[src/shared/instruction_cycle_timing_map.vh]
/*
 * Constants for the instruction cycle timing unit: widths, decode word layout,
 * cycle limits and reset values. Included by the design file only.
 */
`ifndef INSTRUCTION_CYCLE_TIMING_MAP_VH
`define INSTRUCTION_CYCLE_TIMING_MAP_VH

// ----------------------------------------------------------------------------
// Widths
// ----------------------------------------------------------------------------
`define ICT_BYTE_W 8
`define ICT_LEN_W 2
`define ICT_CYC_W 4

// ----------------------------------------------------------------------------
// Decode word layout: {cond, length, cycles}
// ----------------------------------------------------------------------------
`define ICT_DEC_W 7
`define ICT_DEC_COND 6
`define ICT_DEC_LEN_MSB 5
`define ICT_DEC_LEN_LSB 4
`define ICT_DEC_CYC_MSB 3
`define ICT_DEC_CYC_LSB 0

// ----------------------------------------------------------------------------
// Limits
// ----------------------------------------------------------------------------
`define ICT_MAX_CYCLES 4'h8

// ----------------------------------------------------------------------------
// Reset values
// ----------------------------------------------------------------------------
`define ICT_RST_OPCODE 8'h00
`define ICT_RST_LEN 2'h0
`define ICT_RST_CYC 4'h0
`define ICT_RST_READY 1'b1

`endif

[src/instruction_cycle_timing.v]
/*
 * Instruction cycle timing unit: takes one program byte per clock, decodes
 * each opcode to its byte length and its execution time in clocks, consumes
 * the operand bytes and marks start and end of every instruction.
 * Assumes the fetch stage and the branch condition logic run on I_SYS_CLK,
 * that operand bytes follow their opcode on the stream in program order,
 * and that the branch condition is settled at the edge that ends the
 * next-to-last clock of a conditional branch.
 */
// Contract
// RL1 - Time counted in plain clocks, no machine cycles
// RL2 - Most instructions: cycles equal byte length
// RL3 - Untaken conditional branch one clock shorter
// RL4 - Register-accumulator arithmetic and logic: 1 byte, 1
// RL5 - Pointer-addressed RAM accumulator ops: 1 byte, 2
// RL6 - Accumulator with direct or immediate: 2, 2
// RL7 - Accumulator into direct byte logic: 2, 2
// RL8 - Immediate into direct byte logic: 3, 3
// RL9 - Accumulator-only operations: 1 byte, 1 cycle
// RL10 - Code byte read: 1 byte, 3 cycles
// RL11 - External data move: 1 byte, 3 cycles
// RL12 - Data pointer immediate load: 3, 3
// RL13 - Direct to direct move: 3, 3
// RL14 - Accumulator to pointer-addressed RAM: 1, 2
// RL15 - Direct or immediate to pointer RAM: 2, 2
// RL16 - Direct or immediate to working register: 2, 2
// RL17 - Push and pop direct: 2, 2
// RL18 - Exchange working register with accumulator: 1, 1
// RL19 - Nibble or byte exchange with pointer RAM: 1, 2
// RL20 - Carry ops 1/1, direct bit ops 2/2
// RL21 - No instruction exceeds eight clocks
// RL22 - Unused opcode behaves as no-operation
// RL23 - Operand bytes arrive one per clock
`timescale 1ns/1ps
`include "instruction_cycle_timing_map.vh"

module instruction_cycle_timing (
    // Clock and reset
    input wire I_SYS_CLK,
    input wire I_ARST_N,
    // Program byte stream
    input wire [7:0] I_CODE_BYTE,
    input wire I_CODE_VALID,
    output reg O_CODE_READY,
    // Branch condition of the current conditional branch
    input wire I_BRANCH_TAKEN,
    // Instruction status
    output reg O_START,
    output reg O_DONE,
    output reg O_BUSY,
    output reg [7:0] O_OPCODE,
    output reg [1:0] O_LENGTH,
    output reg [3:0] O_CYCLES,
    output reg [3:0] O_CYCLE_NUM,
    output reg O_BRANCH_EXT,
    // Operand bytes
    output reg [7:0] O_OPERAND,
    output reg O_OPERAND_VALID,
    output reg O_FETCH_STALL
);

    // ------------------------------------------------------------------------
    // Decode table: {cond, length, not-taken cycles}
    // ------------------------------------------------------------------------
    // Packs one table entry
    function [`ICT_DEC_W-1:0] mk;
        input c;
        input [1:0] l;
        input [3:0] n;
        begin
            mk = {c, l, n};
        end
    endfunction

    // Clocks are the untaken figure; a taken branch adds one at run time
    function [`ICT_DEC_W-1:0] decode;
        input [7:0] op;
        reg [3:0] hi;
        reg [3:0] lo;
        begin
            hi = op[7:4];
            lo = op[3:0];
            decode = mk(1'b0, 2'h1, 4'h1);
            if (lo[3]) begin
                // Working register column
                case (hi)
                    4'h2, 4'h3, 4'h9: decode = mk(1'b0, 2'h1, 4'h1); // [RL4]
                    4'h4, 4'h5, 4'h6: decode = mk(1'b0, 2'h1, 4'h1); // [RL4]
                    4'h7, 4'h8, 4'hA: decode = mk(1'b0, 2'h2, 4'h2); // [RL16] [RL2]
                    4'hB: decode = mk(1'b1, 2'h3, 4'h3); // [RL3]
                    4'hC: decode = mk(1'b0, 2'h1, 4'h1); // [RL18]
                    4'hD: decode = mk(1'b1, 2'h2, 4'h2); // [RL3]
                    default: decode = mk(1'b0, 2'h1, 4'h1); // [RL2]
                endcase
            end else if (lo[3:1] == 3'h3) begin
                // Pointer-addressed ram column
                case (hi)
                    4'h7, 4'h8, 4'hA: decode = mk(1'b0, 2'h2, 4'h2); // [RL15]
                    4'hB: decode = mk(1'b1, 2'h3, 4'h4); // [RL3]
                    4'hC, 4'hD: decode = mk(1'b0, 2'h1, 4'h2); // [RL19]
                    4'hF: decode = mk(1'b0, 2'h1, 4'h2); // [RL14]
                    4'h0, 4'h1, 4'h2, 4'h3: decode = mk(1'b0, 2'h1, 4'h2); // [RL5]
                    4'h4, 4'h5, 4'h6, 4'h9: decode = mk(1'b0, 2'h1, 4'h2); // [RL5]
                    default: decode = mk(1'b0, 2'h1, 4'h2); // [RL5]
                endcase
            end else if (lo == 4'h5) begin
                // Direct byte column
                case (hi)
                    4'h7, 4'h8: decode = mk(1'b0, 2'h3, 4'h3); // [RL13]
                    4'hA: decode = mk(1'b0, 2'h1, 4'h1); // [RL22]
                    4'hB, 4'hD: decode = mk(1'b1, 2'h3, 4'h3); // [RL3]
                    default: decode = mk(1'b0, 2'h2, 4'h2); // [RL6] [RL2]
                endcase
            end else if (lo == 4'h4) begin
                // Accumulator and immediate column
                case (hi)
                    4'h8: decode = mk(1'b0, 2'h1, 4'h8); // [RL21]
                    4'hA: decode = mk(1'b0, 2'h1, 4'h4);
                    4'hB: decode = mk(1'b1, 2'h3, 4'h3); // [RL3]
                    4'h0, 4'h1, 4'hC, 4'hD, 4'hE, 4'hF: decode = mk(1'b0, 2'h1, 4'h1); // [RL9]
                    default: decode = mk(1'b0, 2'h2, 4'h2); // [RL6]
                endcase
            end else if (lo == 4'h3) begin
                // Rotates, code reads, external moves and carry ops
                case (hi)
                    4'h4, 4'h5, 4'h6: decode = mk(1'b0, 2'h3, 4'h3); // [RL8]
                    4'h7: decode = mk(1'b0, 2'h1, 4'h3);
                    4'h8, 4'h9: decode = mk(1'b0, 2'h1, 4'h3); // [RL10]
                    4'hE, 4'hF: decode = mk(1'b0, 2'h1, 4'h3); // [RL11]
                    4'hB, 4'hC, 4'hD: decode = mk(1'b0, 2'h1, 4'h1); // [RL20]
                    default: decode = mk(1'b0, 2'h1, 4'h1); // [RL9]
                endcase
            end else if (lo == 4'h2) begin
                // Long transfers, returns, logic into direct and bit ops
                case (hi)
                    4'h0, 4'h1: decode = mk(1'b0, 2'h3, 4'h4);
                    4'h2, 4'h3: decode = mk(1'b0, 2'h1, 4'h5);
                    4'hE, 4'hF: decode = mk(1'b0, 2'h1, 4'h3); // [RL11]
                    4'h4, 4'h5, 4'h6: decode = mk(1'b0, 2'h2, 4'h2); // [RL7]
                    default: decode = mk(1'b0, 2'h2, 4'h2); // [RL20]
                endcase
            end else if (lo == 4'h1) begin
                // Absolute jumps and calls
                decode = mk(1'b0, 2'h2, 4'h3);
            end else begin
                // Relative and bit branches, long loads, stack and no-operation
                case (hi)
                    4'h0: decode = mk(1'b0, 2'h1, 4'h1);
                    4'h1, 4'h2, 4'h3: decode = mk(1'b1, 2'h3, 4'h3); // [RL3]
                    4'h4, 4'h5, 4'h6, 4'h7: decode = mk(1'b1, 2'h2, 4'h2); // [RL3]
                    4'h8: decode = mk(1'b0, 2'h2, 4'h3);
                    4'h9: decode = mk(1'b0, 2'h3, 4'h3); // [RL12]
                    4'hE, 4'hF: decode = mk(1'b0, 2'h1, 4'h3); // [RL11]
                    4'hA, 4'hB: decode = mk(1'b0, 2'h2, 4'h2); // [RL20]
                    default: decode = mk(1'b0, 2'h2, 4'h2); // [RL17]
                endcase
            end
        end
    endfunction

    // ------------------------------------------------------------------------
    // State
    // ------------------------------------------------------------------------
    reg busy_q, busy_d;
    // Conditional branch flag and its taken extension
    reg cond_q, cond_d;
    reg ext_q, ext_d;
    reg [1:0] len_q, len_d;
    reg [3:0] total_q, total_d;
    // Clock of the running instruction, 1 up to the total
    reg [3:0] cnt_q, cnt_d;
    reg [7:0] opcode_q, opcode_d;
    reg [7:0] operand_q, operand_d;
    reg ready_d, start_d, done_d, opv_d, stall_d;
    // Combinational helpers
    reg [`ICT_DEC_W-1:0] dec;
    reg adv;
    reg last;

    // ------------------------------------------------------------------------
    // Sequencer
    // ------------------------------------------------------------------------
    always @* begin
        // Hold the state and keep the pulses low by default
        busy_d = busy_q;
        cond_d = cond_q;
        ext_d = ext_q;
        len_d = len_q;
        total_d = total_q;
        cnt_d = cnt_q;
        opcode_d = opcode_q;
        operand_d = operand_q;
        start_d = 1'b0;
        done_d = 1'b0;
        opv_d = 1'b0;
        stall_d = 1'b0;
        adv = 1'b0;
        dec = decode(I_CODE_BYTE);
        // Last clock of the running instruction
        last = busy_q && (cnt_q == total_q);
        if (busy_q && (cnt_q < {2'h0, len_q})) begin
            // Operand byte expected in this very clock
            if (I_CODE_VALID) begin // [RL23]
                operand_d = I_CODE_BYTE;
                opv_d = 1'b1;
                adv = 1'b1;
            end else begin
                // Missing operand: hold the count, no time passes
                stall_d = 1'b1;
            end
        end else if (busy_q && !last) begin
            // Execute-only clock: time passes with no byte taken
            adv = 1'b1;
        end
        if (adv) begin
            cnt_d = cnt_q + 4'h1; // [RL1]
            // Taken branch costs one more clock than the untaken path
            if (cond_q && !ext_q && (cnt_q == total_q - 4'h1) && I_BRANCH_TAKEN) begin // [RL3]
                total_d = total_q + 4'h1;
                ext_d = 1'b1;
            end
        end
        if (last) begin
            done_d = 1'b1;
            busy_d = 1'b0;
        end
        // The next opcode is taken in the last clock, so one-clock ops run
        // back to back and no clock is lost between instructions
        if (I_CODE_VALID && O_CODE_READY && (!busy_q || last)) begin
            busy_d = 1'b1;
            cnt_d = 4'h1;
            opcode_d = I_CODE_BYTE;
            cond_d = dec[`ICT_DEC_COND];
            len_d = dec[`ICT_DEC_LEN_MSB:`ICT_DEC_LEN_LSB];
            total_d = dec[`ICT_DEC_CYC_MSB:`ICT_DEC_CYC_LSB]; // [RL2]
            // A new opcode drops any taken-branch extension
            ext_d = 1'b0;
            start_d = 1'b1;
        end
        // Keep the total in range even when a taken branch adds its clock
        if (total_d > `ICT_MAX_CYCLES) begin
            total_d = `ICT_MAX_CYCLES; // [RL21]
        end
        // Refuse the stream only in execute-only clocks, so no byte is dropped
        ready_d = !busy_d || (cnt_d < {2'h0, len_d}) || (cnt_d == total_d);
    end

    always @(posedge I_SYS_CLK or negedge I_ARST_N) begin
        if (!I_ARST_N) begin
            busy_q <= 1'b0;
            cond_q <= 1'b0;
            ext_q <= 1'b0;
            len_q <= `ICT_RST_LEN;
            total_q <= `ICT_RST_CYC;
            cnt_q <= `ICT_RST_CYC;
            opcode_q <= `ICT_RST_OPCODE;
            operand_q <= 8'h00;
            O_CODE_READY <= `ICT_RST_READY;
            O_START <= 1'b0;
            O_DONE <= 1'b0;
            O_OPERAND_VALID <= 1'b0;
            O_FETCH_STALL <= 1'b0;
        end else begin
            busy_q <= busy_d;
            cond_q <= cond_d;
            ext_q <= ext_d;
            len_q <= len_d;
            total_q <= total_d;
            cnt_q <= cnt_d;
            opcode_q <= opcode_d;
            operand_q <= operand_d;
            O_CODE_READY <= ready_d;
            O_START <= start_d;
            O_DONE <= done_d;
            O_OPERAND_VALID <= opv_d;
            O_FETCH_STALL <= stall_d;
        end
    end

    // ------------------------------------------------------------------------
    // Status outputs, registered copies of the state
    // ------------------------------------------------------------------------
    // Fed from the next-state values so they line up with the state registers
    always @(posedge I_SYS_CLK or negedge I_ARST_N) begin
        if (!I_ARST_N) begin
            O_BUSY <= 1'b0;
            O_OPCODE <= `ICT_RST_OPCODE;
            O_LENGTH <= `ICT_RST_LEN;
            O_CYCLES <= `ICT_RST_CYC;
            O_CYCLE_NUM <= `ICT_RST_CYC;
            O_BRANCH_EXT <= 1'b0;
            O_OPERAND <= 8'h00;
        end else begin
            O_BUSY <= busy_d;
            O_OPCODE <= opcode_d;
            O_LENGTH <= len_d;
            O_CYCLES <= total_d;
            O_CYCLE_NUM <= cnt_d;
            O_BRANCH_EXT <= ext_d;
            O_OPERAND <= operand_d;
        end
    end

endmodule // instruction_cycle_timing

[config.mk]
export PLATFORM = sky130hd
export DESIGN_NAME = instruction_cycle_timing
export DESIGN_NICKNAME = d
export VERILOG_FILES = /design/src/instruction_cycle_timing.v
export VERILOG_INCLUDE_DIRS = /design/src /design/src/shared
export SDC_FILE = /design/constraint.sdc
export NUM_CORES = 1
export LEC_CHECK = 0
export BUFFER_PORTS_ARGS = -buffer_cell sky130_fd_sc_hd__buf_2
export CAP_MARGIN = 20
export CELL_PAD_IN_SITES_DETAIL_PLACEMENT = 0
export CELL_PAD_IN_SITES_GLOBAL_PLACEMENT = 1
export CORE_UTILIZATION = 42
export DETAILED_ROUTE_END_ITERATION = 8
export GPL_ROUTABILITY_DRIVEN = 0
export GPL_TIMING_DRIVEN = 0
export HOLD_SLACK_MARGIN = 0.08
export PLACE_DENSITY_LB_ADDON = 0.05
export SYNTH_ARGS = -nofsm -noshare
export SYNTH_HDL_FRONTEND = slang
export SYNTH_SLANG_ARGS = --single-unit
[constraint.sdc]
create_clock -name I_SYS_CLK -period 4.45 [get_ports I_SYS_CLK]
set_input_delay 0 -clock I_SYS_CLK [delete_from_list [all_inputs] [get_ports I_SYS_CLK]]
set_output_delay 0 -clock I_SYS_CLK [all_outputs]
set_load 0.03 [all_outputs]
Word-level counts from Yosys, hierarchy flattened
Memories as Yosys holds them, arrays and structs flattened. Index checks and enable logic that the tools add are counted.

Bits of input ports: 12. Bits in writable memories: 0. Latch bits: 0. Output and inout bits: 33. ROM bits: 464. Memories: 6. Word-level logic and storage cells: 88. Register bits: 34.

Memory list: (name not given) (words 16, width 7, read ports 1, clocked after memory_dff 0, write ports 0, line instruction_cycle_timing.v:116) `case (hi)`; (name not given) (words 16, width 5, read ports 1, clocked after memory_dff 0, write ports 0, line instruction_cycle_timing.v:86) `case (hi)`; (name not given) (words 16, width 5, read ports 1, clocked after memory_dff 0, write ports 0, line instruction_cycle_timing.v:97) `case (hi)`; (name not given) (words 16, width 5, read ports 1, clocked after memory_dff 0, write ports 0, line instruction_cycle_timing.v:135) `case (hi)`; (name not given) (words 16, width 5, read ports 1, clocked after memory_dff 0, write ports 0, line instruction_cycle_timing.v:147) `case (hi)`; (name not given) (words 16, width 2, read ports 1, clocked after memory_dff 0, write ports 0, line instruction_cycle_timing.v:125) `case (hi)`.

Magnitude comparators: 3. Add/sub/neg operators: 3. Reduce and logical (&&, ||, !) cells: 21. Shift operators: 0. Multiply operators: 0. Bitwise logic cells: 0. Multiplexer cells: 28. Divide/modulo/power cells: 0. Eq/ne operators: 14.

Operators with widths (count): 2-to-1 mux 7 bit (7); 2-to-1 mux 4 bit (6); one-hot mux 7 bit (3 select lines) (1); equality test 4 bit (second input constant) (4); 2-to-1 mux 1 bit (13); equality test 4 x 3 -> 1 bit (second input constant) (3); equality test 4 bit (3); adder 4 x 1 -> 4 bit (second input constant) (2); equality test 4 x 2 -> 1 bit (second input constant) (2); logical AND 1 bit (8); < comparator 4 x 2 -> 1 bit (2); equality test 4 x 1 -> 1 bit (second input constant) (1); greater-than comparator 4 bit (second input constant) (1); logical NOT 1 bit (4); AND reduction 2 bit (2); nonzero test 2 bit (2); OR reduction 2 bit (2); subtractor 4 x 1 -> 4 bit (second input constant) (1); equality test 3 x 2 -> 1 bit (second input constant) (1); logical OR 1 bit (3); 2-to-1 mux 2 bit (1).

Longest topological paths before layout
Gate-level depths: netlist of run 1.

Word-level depth: 13. Gate-level depth with buffers: 15. Depth with buffers taken out: 14.

Worst setup path before layout of run 1
No wires, ideal clock.

Path kind: reg-to-reg. Start point: reg O_CYCLE_NUM[3] (netlist name). End point: reg O_CODE_READY. Setup time: 0.081 ns. Arrival: 3.295 ns. Clock period less this slack: 3.376 ns. Setup slack: 1.074 ns. Data required time: 4.369 ns. Buffers on the path: 2. Cell stages (with the launch flop): 13. Cell sequence: dfrtp_1 > xnor2_1 > a41oi_4 > nor2_1 > buf_2 > buf_1 > nor2_1 > a21oi_1 > ha_1 > o21a_1 > o41ai_1 > a311oi_1 > a211oi_2.

RTL lines: end signal, assigned (line instruction_cycle_timing.v:258) `` O_CODE_READY <= `ICT_RST_READY; ``; end signal, assigned (line instruction_cycle_timing.v:272) `O_CODE_READY <= ready_d;`; end, declared (line instruction_cycle_timing.v:44) `output reg O_CODE_READY,`.

==> results of run 1 <==
layer usage:
metal  track usage (%)  routed length, um  vias to the layer above
met5                 0                  0                        -
met4              7.04                 90                        0
met3              3.84                235                       11
met2              38.2               3210                       52
met1              29.5               2950                     1078
li1                  -                  -                     1123
through the flow:
step                power, uW  worst slack (ns)
floorplan                1650              1.07
global placement         1980             0.480
detailed placement       1990             0.412
CTS                      2240             0.395
global route             2390            0.0176
finish                   2220             0.488
power breakdown:
| part | total, uW | leakage, uW | switching (uW) | internal, uW |
|---|---|---|---|---|
| Combinational | 1400 | 0.000827 | 886 | 516 |
| Clock | 235 | 0.0000482 | 110 | 125 |
| Sequential | 582 | 0.000421 | 125 | 457 |
| Total | 2220 | 0.00130 | 1120 | 1100 |
flip-flops by register name (all words and copies together), names as in the netlist:
signal	cells
O_BRANCH_EXT	1
O_BUSY	1
O_CODE_READY	1
O_CYCLES	4
O_CYCLE_NUM	4
O_DONE	1
O_FETCH_STALL	1
O_LENGTH	2
O_OPCODE	8
O_OPERAND	8
O_OPERAND_VALID	1
O_START	1
cond_q	1
cell usage in the layout (no fill, tap or decap), types with 4 or more instances in the layout:
cell      Yosys  final
buf_2         1     43
nand2_1      35     35
dfrtp_1      33     33
nor2_1       25     25
a21oi_1      17     17
inv_1        15     15
o21ai_0      15     15
clkbuf_1     10     11
ha_1         11     11
xnor2_1       8      8
nor3_1        8      8
mux2_2        8      8
nand2b_1      6      6
clkbuf_8      0      6
nor2b_1       5      5
a21o_1        4      4
a31oi_1       4      4
nand3_1       4      4
cells by family (layout without fill, tap and decap cells):
group / after synthesis / after routing
simple gates: 108 / 108
buf+inv: 30 / 82
mux: 10 / 10
flops: 34 / 34
fa+ha+maj: 11 / 11
compound gates: 78 / 78
xor+xnor: 10 / 10
cell type report:
type,count,area [um2]
Tap cell,72,90.1
Timing Repair Buffer,44,230
Sequential cell,34,852
Clock buffer,7,86.3
Fill cell,564,2690
Inverter,15,56.3
Buffer,15,65.1
Multi-Input combinational cell,217,1500
Clock inverter,1,5.00
worst reg2reg max path, stage by stage, from the launching register on:
cell and delay, ns:
dfrtp_1 0.42, xnor2_1 0.54, a41oi_4 0.34, nor2_1 0.43, buf_2 0.33, buf_1 0.38
nor2_1 0.10, a21oi_1 0.15, ha_1 0.25, o21a_1 0.12, o41ai_1 0.45, a311oi_1 0.13
a211oi_2 0.24
path summary, 6_finish.rpt:
check	to	slack (ns)	cells past startpoint
max	O_CODE_READY	0.49	12
min	O_OPERAND[4]	0.27	4
max reg2reg	O_CODE_READY	0.49	12
min reg2reg	O_OPERAND[3]	0.47	2
max in group asynchronous	O_OPERAND[2]	3.60	2
min in group asynchronous	cond_q	0.34	2
what timing repair did:
action,4_1_cts,5_1_grt
endpoints found under the hold margin,34,0
gates resized for setup,0,0
hold buffers,2,0
==> run metrics, run 1 <==
Site Rows 27; fmax 252 MHz; fin. max-slew vios 0; H-Tree Depth 2; Leak 0.00130 uW; R2R Path Start O_CYCLE_NUM[3]; Total Wirelength 6480 um; top cell type's share of synthesized area 33.4%; Pre-antenna DRT Iters 4; Worst Skew 0.00456 ns; Starting DRT DRC Count 102; CP cell instances xnor2_1 -> a41oi_4 -> nor2_1 -> buf_2 -> buf_1 -> nor2_1 -> a21oi_1 -> ha_1 -> o21a_1 -> o41ai_1 -> a311oi_1 -> a211oi_2; GRT overflow 0; # port buffers 42; global-route wire length before repair 10800 um; sequential area share after synthesis 34.5%; area grow syn2layout 16.7%; worst-skew pair later-pin latency 0.28 ns; WP data required 4.65 ns; num ports 45; setup TNS 0 ns; top cells by area, synth dfrtp_1, ha_1, nand2_1, nor2_1, mux2_2; critical path buffer and inverter count 2; routed vias/inst 5.59; Synth cell types 64; Synth Instances 281; Peak VDD IR 0.000373 V; Util after Layout 51.7%; slew margin rel. 31.1%; Antenna Nets Post-Route 0; RSZ-0062 raised after global routing false; core area 5570 um2; ant diodes 0; Top delay family on crit path compound AO/OA/AOI/OAI gates; Worst setup SP type register; die area 6190 um2; critical path's largest stage delay 0.54 ns; synthesis-stage register bit count 34; Avg Inst Size Synth 8.79 um2; Synth Area in Adders 5.57%; cell area after layout 2880 um2; placed cell area 2770 um2; Clock Pin Slew Worst Setup and Hold Paths 0.07 ns; root buffer cell clkbuf_8; crit path kind reg2reg; largest family of logic cells by synthesized area compound AO/OA/AOI/OAI gates; Hold Violations, Final 0; Hold Path Class in2reg; Post-synth EDFFs 0; Final Non-Filler Cells 405; synthesized net count 304; CTS buffer count 5; placed cell count 395; Crit-path slowest cell xnor2_1; XOR/XNOR Fraction of Synth Area 3.85%; top-count cell post-synth nand2_1; via count of the first global-routing pass 2164; Initial Util 44.3%; CTS Sinks 34; final net count 355; routed len/inst 16.0 um; CP Max Fanout 10; WP data arrival 4.16 ns; DP HPWL 4840 um; post-synthesis mux area share 4.96%; fin crit period 3.96 ns; Die Span Y 78.7 um; Cell Area, Synth 2470 um2; initial antenna violation count 0; Die W 78.7 um; Critical Path End Type register; worst setup path start O_CYCLE_NUM[3]; Synth Area in Compound Gates 23.4%; top post-synthesis cells by count nand2_1, dfrtp_1, nor2_1, a21oi_1; Synth Flop Type dfrtp_1; Final setup violation count 0; via count 2264; DRC errors left 0; Post-CTS Setup Inserts 0; layout cells sized above 1 22.2%; hold slack final 0.274 ns; CP most frequent cell nor2_1; Ys Warns 0; post-synthesis simple-gate area fraction 22.8%; GRT Util Overall 22.7%; CTS tree yes; Least-Margin Pin Slew 1.02 ns; Yosys top cell by area dfrtp_1; Pwr Density 770 nW/um2; max-cap violations 0; status finished, final reports clean; Hold Path Origin I_CODE_BYTE[4]; fin crit share 89.0%; largest net degree at the start of global routing 35; Async S/R FF share, synth 100%; maximum clock insertion buffer count 2
(Power assumes the default switching activity.)
==> inputs of run 2 (changes only) <==
GPL_TIMING_DRIVEN = 1   (was 0)
==> run metrics, run 2 (same netlist as run 1, synthesis figures left out) <==
status finished, final reports clean; Hold Path Class in2reg; CTS buffer count 5; Total Wirelength 6350 um; post_cts resized 0; root buffer cell clkbuf_8; Clock Pin Slew Worst Setup and Hold Paths 0.07 ns; Pre-antenna DRT Iters 4; CP most frequent cell ha_1; slew margin rel. 46.7%; R2R Path Start O_CYCLE_NUM[1]; hold slack final 0.0843 ns; final net count 346; core area 5570 um2; slack of the critical path 0.838 ns; Antenna Nets Post-Route 0; CP cell instances ha_1 -> or4b_4 -> a211o_1 -> o21ai_2 -> nor2_1 -> nor3_1 -> ha_1 -> o21a_1 -> o41ai_1 -> a311oi_1 -> a211oi_2; largest registers O_OPCODE x8, O_OPERAND x8; Hold Path Origin I_CODE_BYTE[3]; ant diodes 0; GRT Util Overall 22.9%; crit path kind reg2reg; CTS Sinks 34; worst setup path start O_CYCLE_NUM[1]; max-cap violations 0; Crit-path slowest cell or4b_4; routed vias/inst 5.53; CTS tree yes; Least-Margin Pin Slew 0.800 ns; RSZ-0062 raised after global routing false; largest net degree at the start of global routing 35; WP data required 4.65 ns; Starting DRT DRC Count 85; WP data arrival 3.81 ns; area grow syn2layout 16.1%; GRT overflow 0; fin crit share 81.2%; placed cell area 2730 um2; Initial Util 44.3%; num ports 45; dpl ws 0.852 ns; # port buffers 44; routed len/inst 16.0 um; Hold Violations, Final 0; initial antenna violation count 0; critical path's largest stage delay 0.56 ns; Fill cells 572; Die Span Y 78.7 um; DP HPWL 4670 um; layout cells sized above 1 24.1%; via count 2189; fmax 277 MHz; Pwr Density 774 nW/um2; maximum clock insertion buffer count 2; CP Max Fanout 14; global-route wire length before repair 11000 um; cell area after layout 2870 um2; worst-skew pair later-pin latency 0.28 ns; fin crit period 3.61 ns; commonest non-fill, non-tap cell in the layout buf_2; fin. max-slew vios 0; Final setup violation count 0; Worst Skew 0.00747 ns; most frequent cells in the layout buf_2, nand2_1, dfrtp_1, nor2_1, a21oi_1; hold bufs inserted after CTS 4; Critical Path End Type register; H-Tree Depth 2; Post-CTS Setup Inserts 0; DRC errors left 0; Worst setup SP type register; via count of the first global-routing pass 2173; setup TNS 0 ns; Die W 78.7 um; Leak 0.00129 uW; Power Total 2220 uW; Peak VDD IR 0.000401 V; die area 6190 um2; Site Rows 27
run 2: changes by cell type in the layout (fill, tap and decap cells not counted):
cell | previous run | this run
clkinvlp_4 | 0 | 1
dlygate4sd3_1 | 2 | 4
buf_6 | 1 | 0
buf_1 | 3 | 0
nor2_2 | 0 | 1
clkbuf_1 | 11 | 0
buf_2 | 43 | 44
nor2_1 | 25 | 24
buf_4 | 0 | 2
run 2: where the power goes:
part	switching (uW)	leakage, uW	internal, uW
Clock	118	0.0000472	124
Combinational	881	0.000827	507
Sequential	133	0.000421	457
Total	1130	0.00129	1090
run 2: per-stage QoR:
stage          utilization (%)  instances
3_3_place_gp              49.0        384
5_1_grt                   51.4        396
6_report                  51.4        396
2_1_floorplan                -        281
3_5_place_dp              49.0        384
4_1_cts                   51.4        396
run 2: layout make-up:
type | count | area (um2) | area share (%)
multi-input combinational | 217 | 1500 | 52.3
timing repair buffer | 50 | 275 | 9.60
clock inverter | 2 | 12.5 | 0.436
inverter | 15 | 56.3 | 1.96
sequential | 34 | 852 | 29.7
tap | 72 | 90.1 | 3.14
clock buffer | 6 | 82.6 | 2.88
run 2: path summary, 6_finish.rpt:
| check | endpoint | slack (ns) | cells past startpoint |
|---|---|---|---|
| worst max-delay path | O_CODE_READY | 0.84 | 11 |
| worst min-delay path | O_OPERAND[3] | 0.08 | 3 |
| worst max register to register | O_CODE_READY | 0.84 | 11 |
| worst min register to register | O_OPERAND[2] | 0.48 | 2 |
| max in group asynchronous | O_START | 3.60 | 2 |
| min in group asynchronous | O_BRANCH_EXT | 0.34 | 2 |
run 2: critical path: cells and delay by family (launching register included):
family / cells / cell delay (ns)
AOI/OAI and AO/OA: 6 / 1.53
DFF: 1 / 0.47
and+or+nand+nor: 3 / 1.01
adders and majority gates: 2 / 0.53
run 2: metal layers:
metal,track usage [%],part of all wire (%),vias to the layer above
li1,-,-,1106
met1,30.2,46,1021
met2,39.2,49,60
met3,3.26,4.8,2
met4,5.56,0.47,0
met5,0,0,-
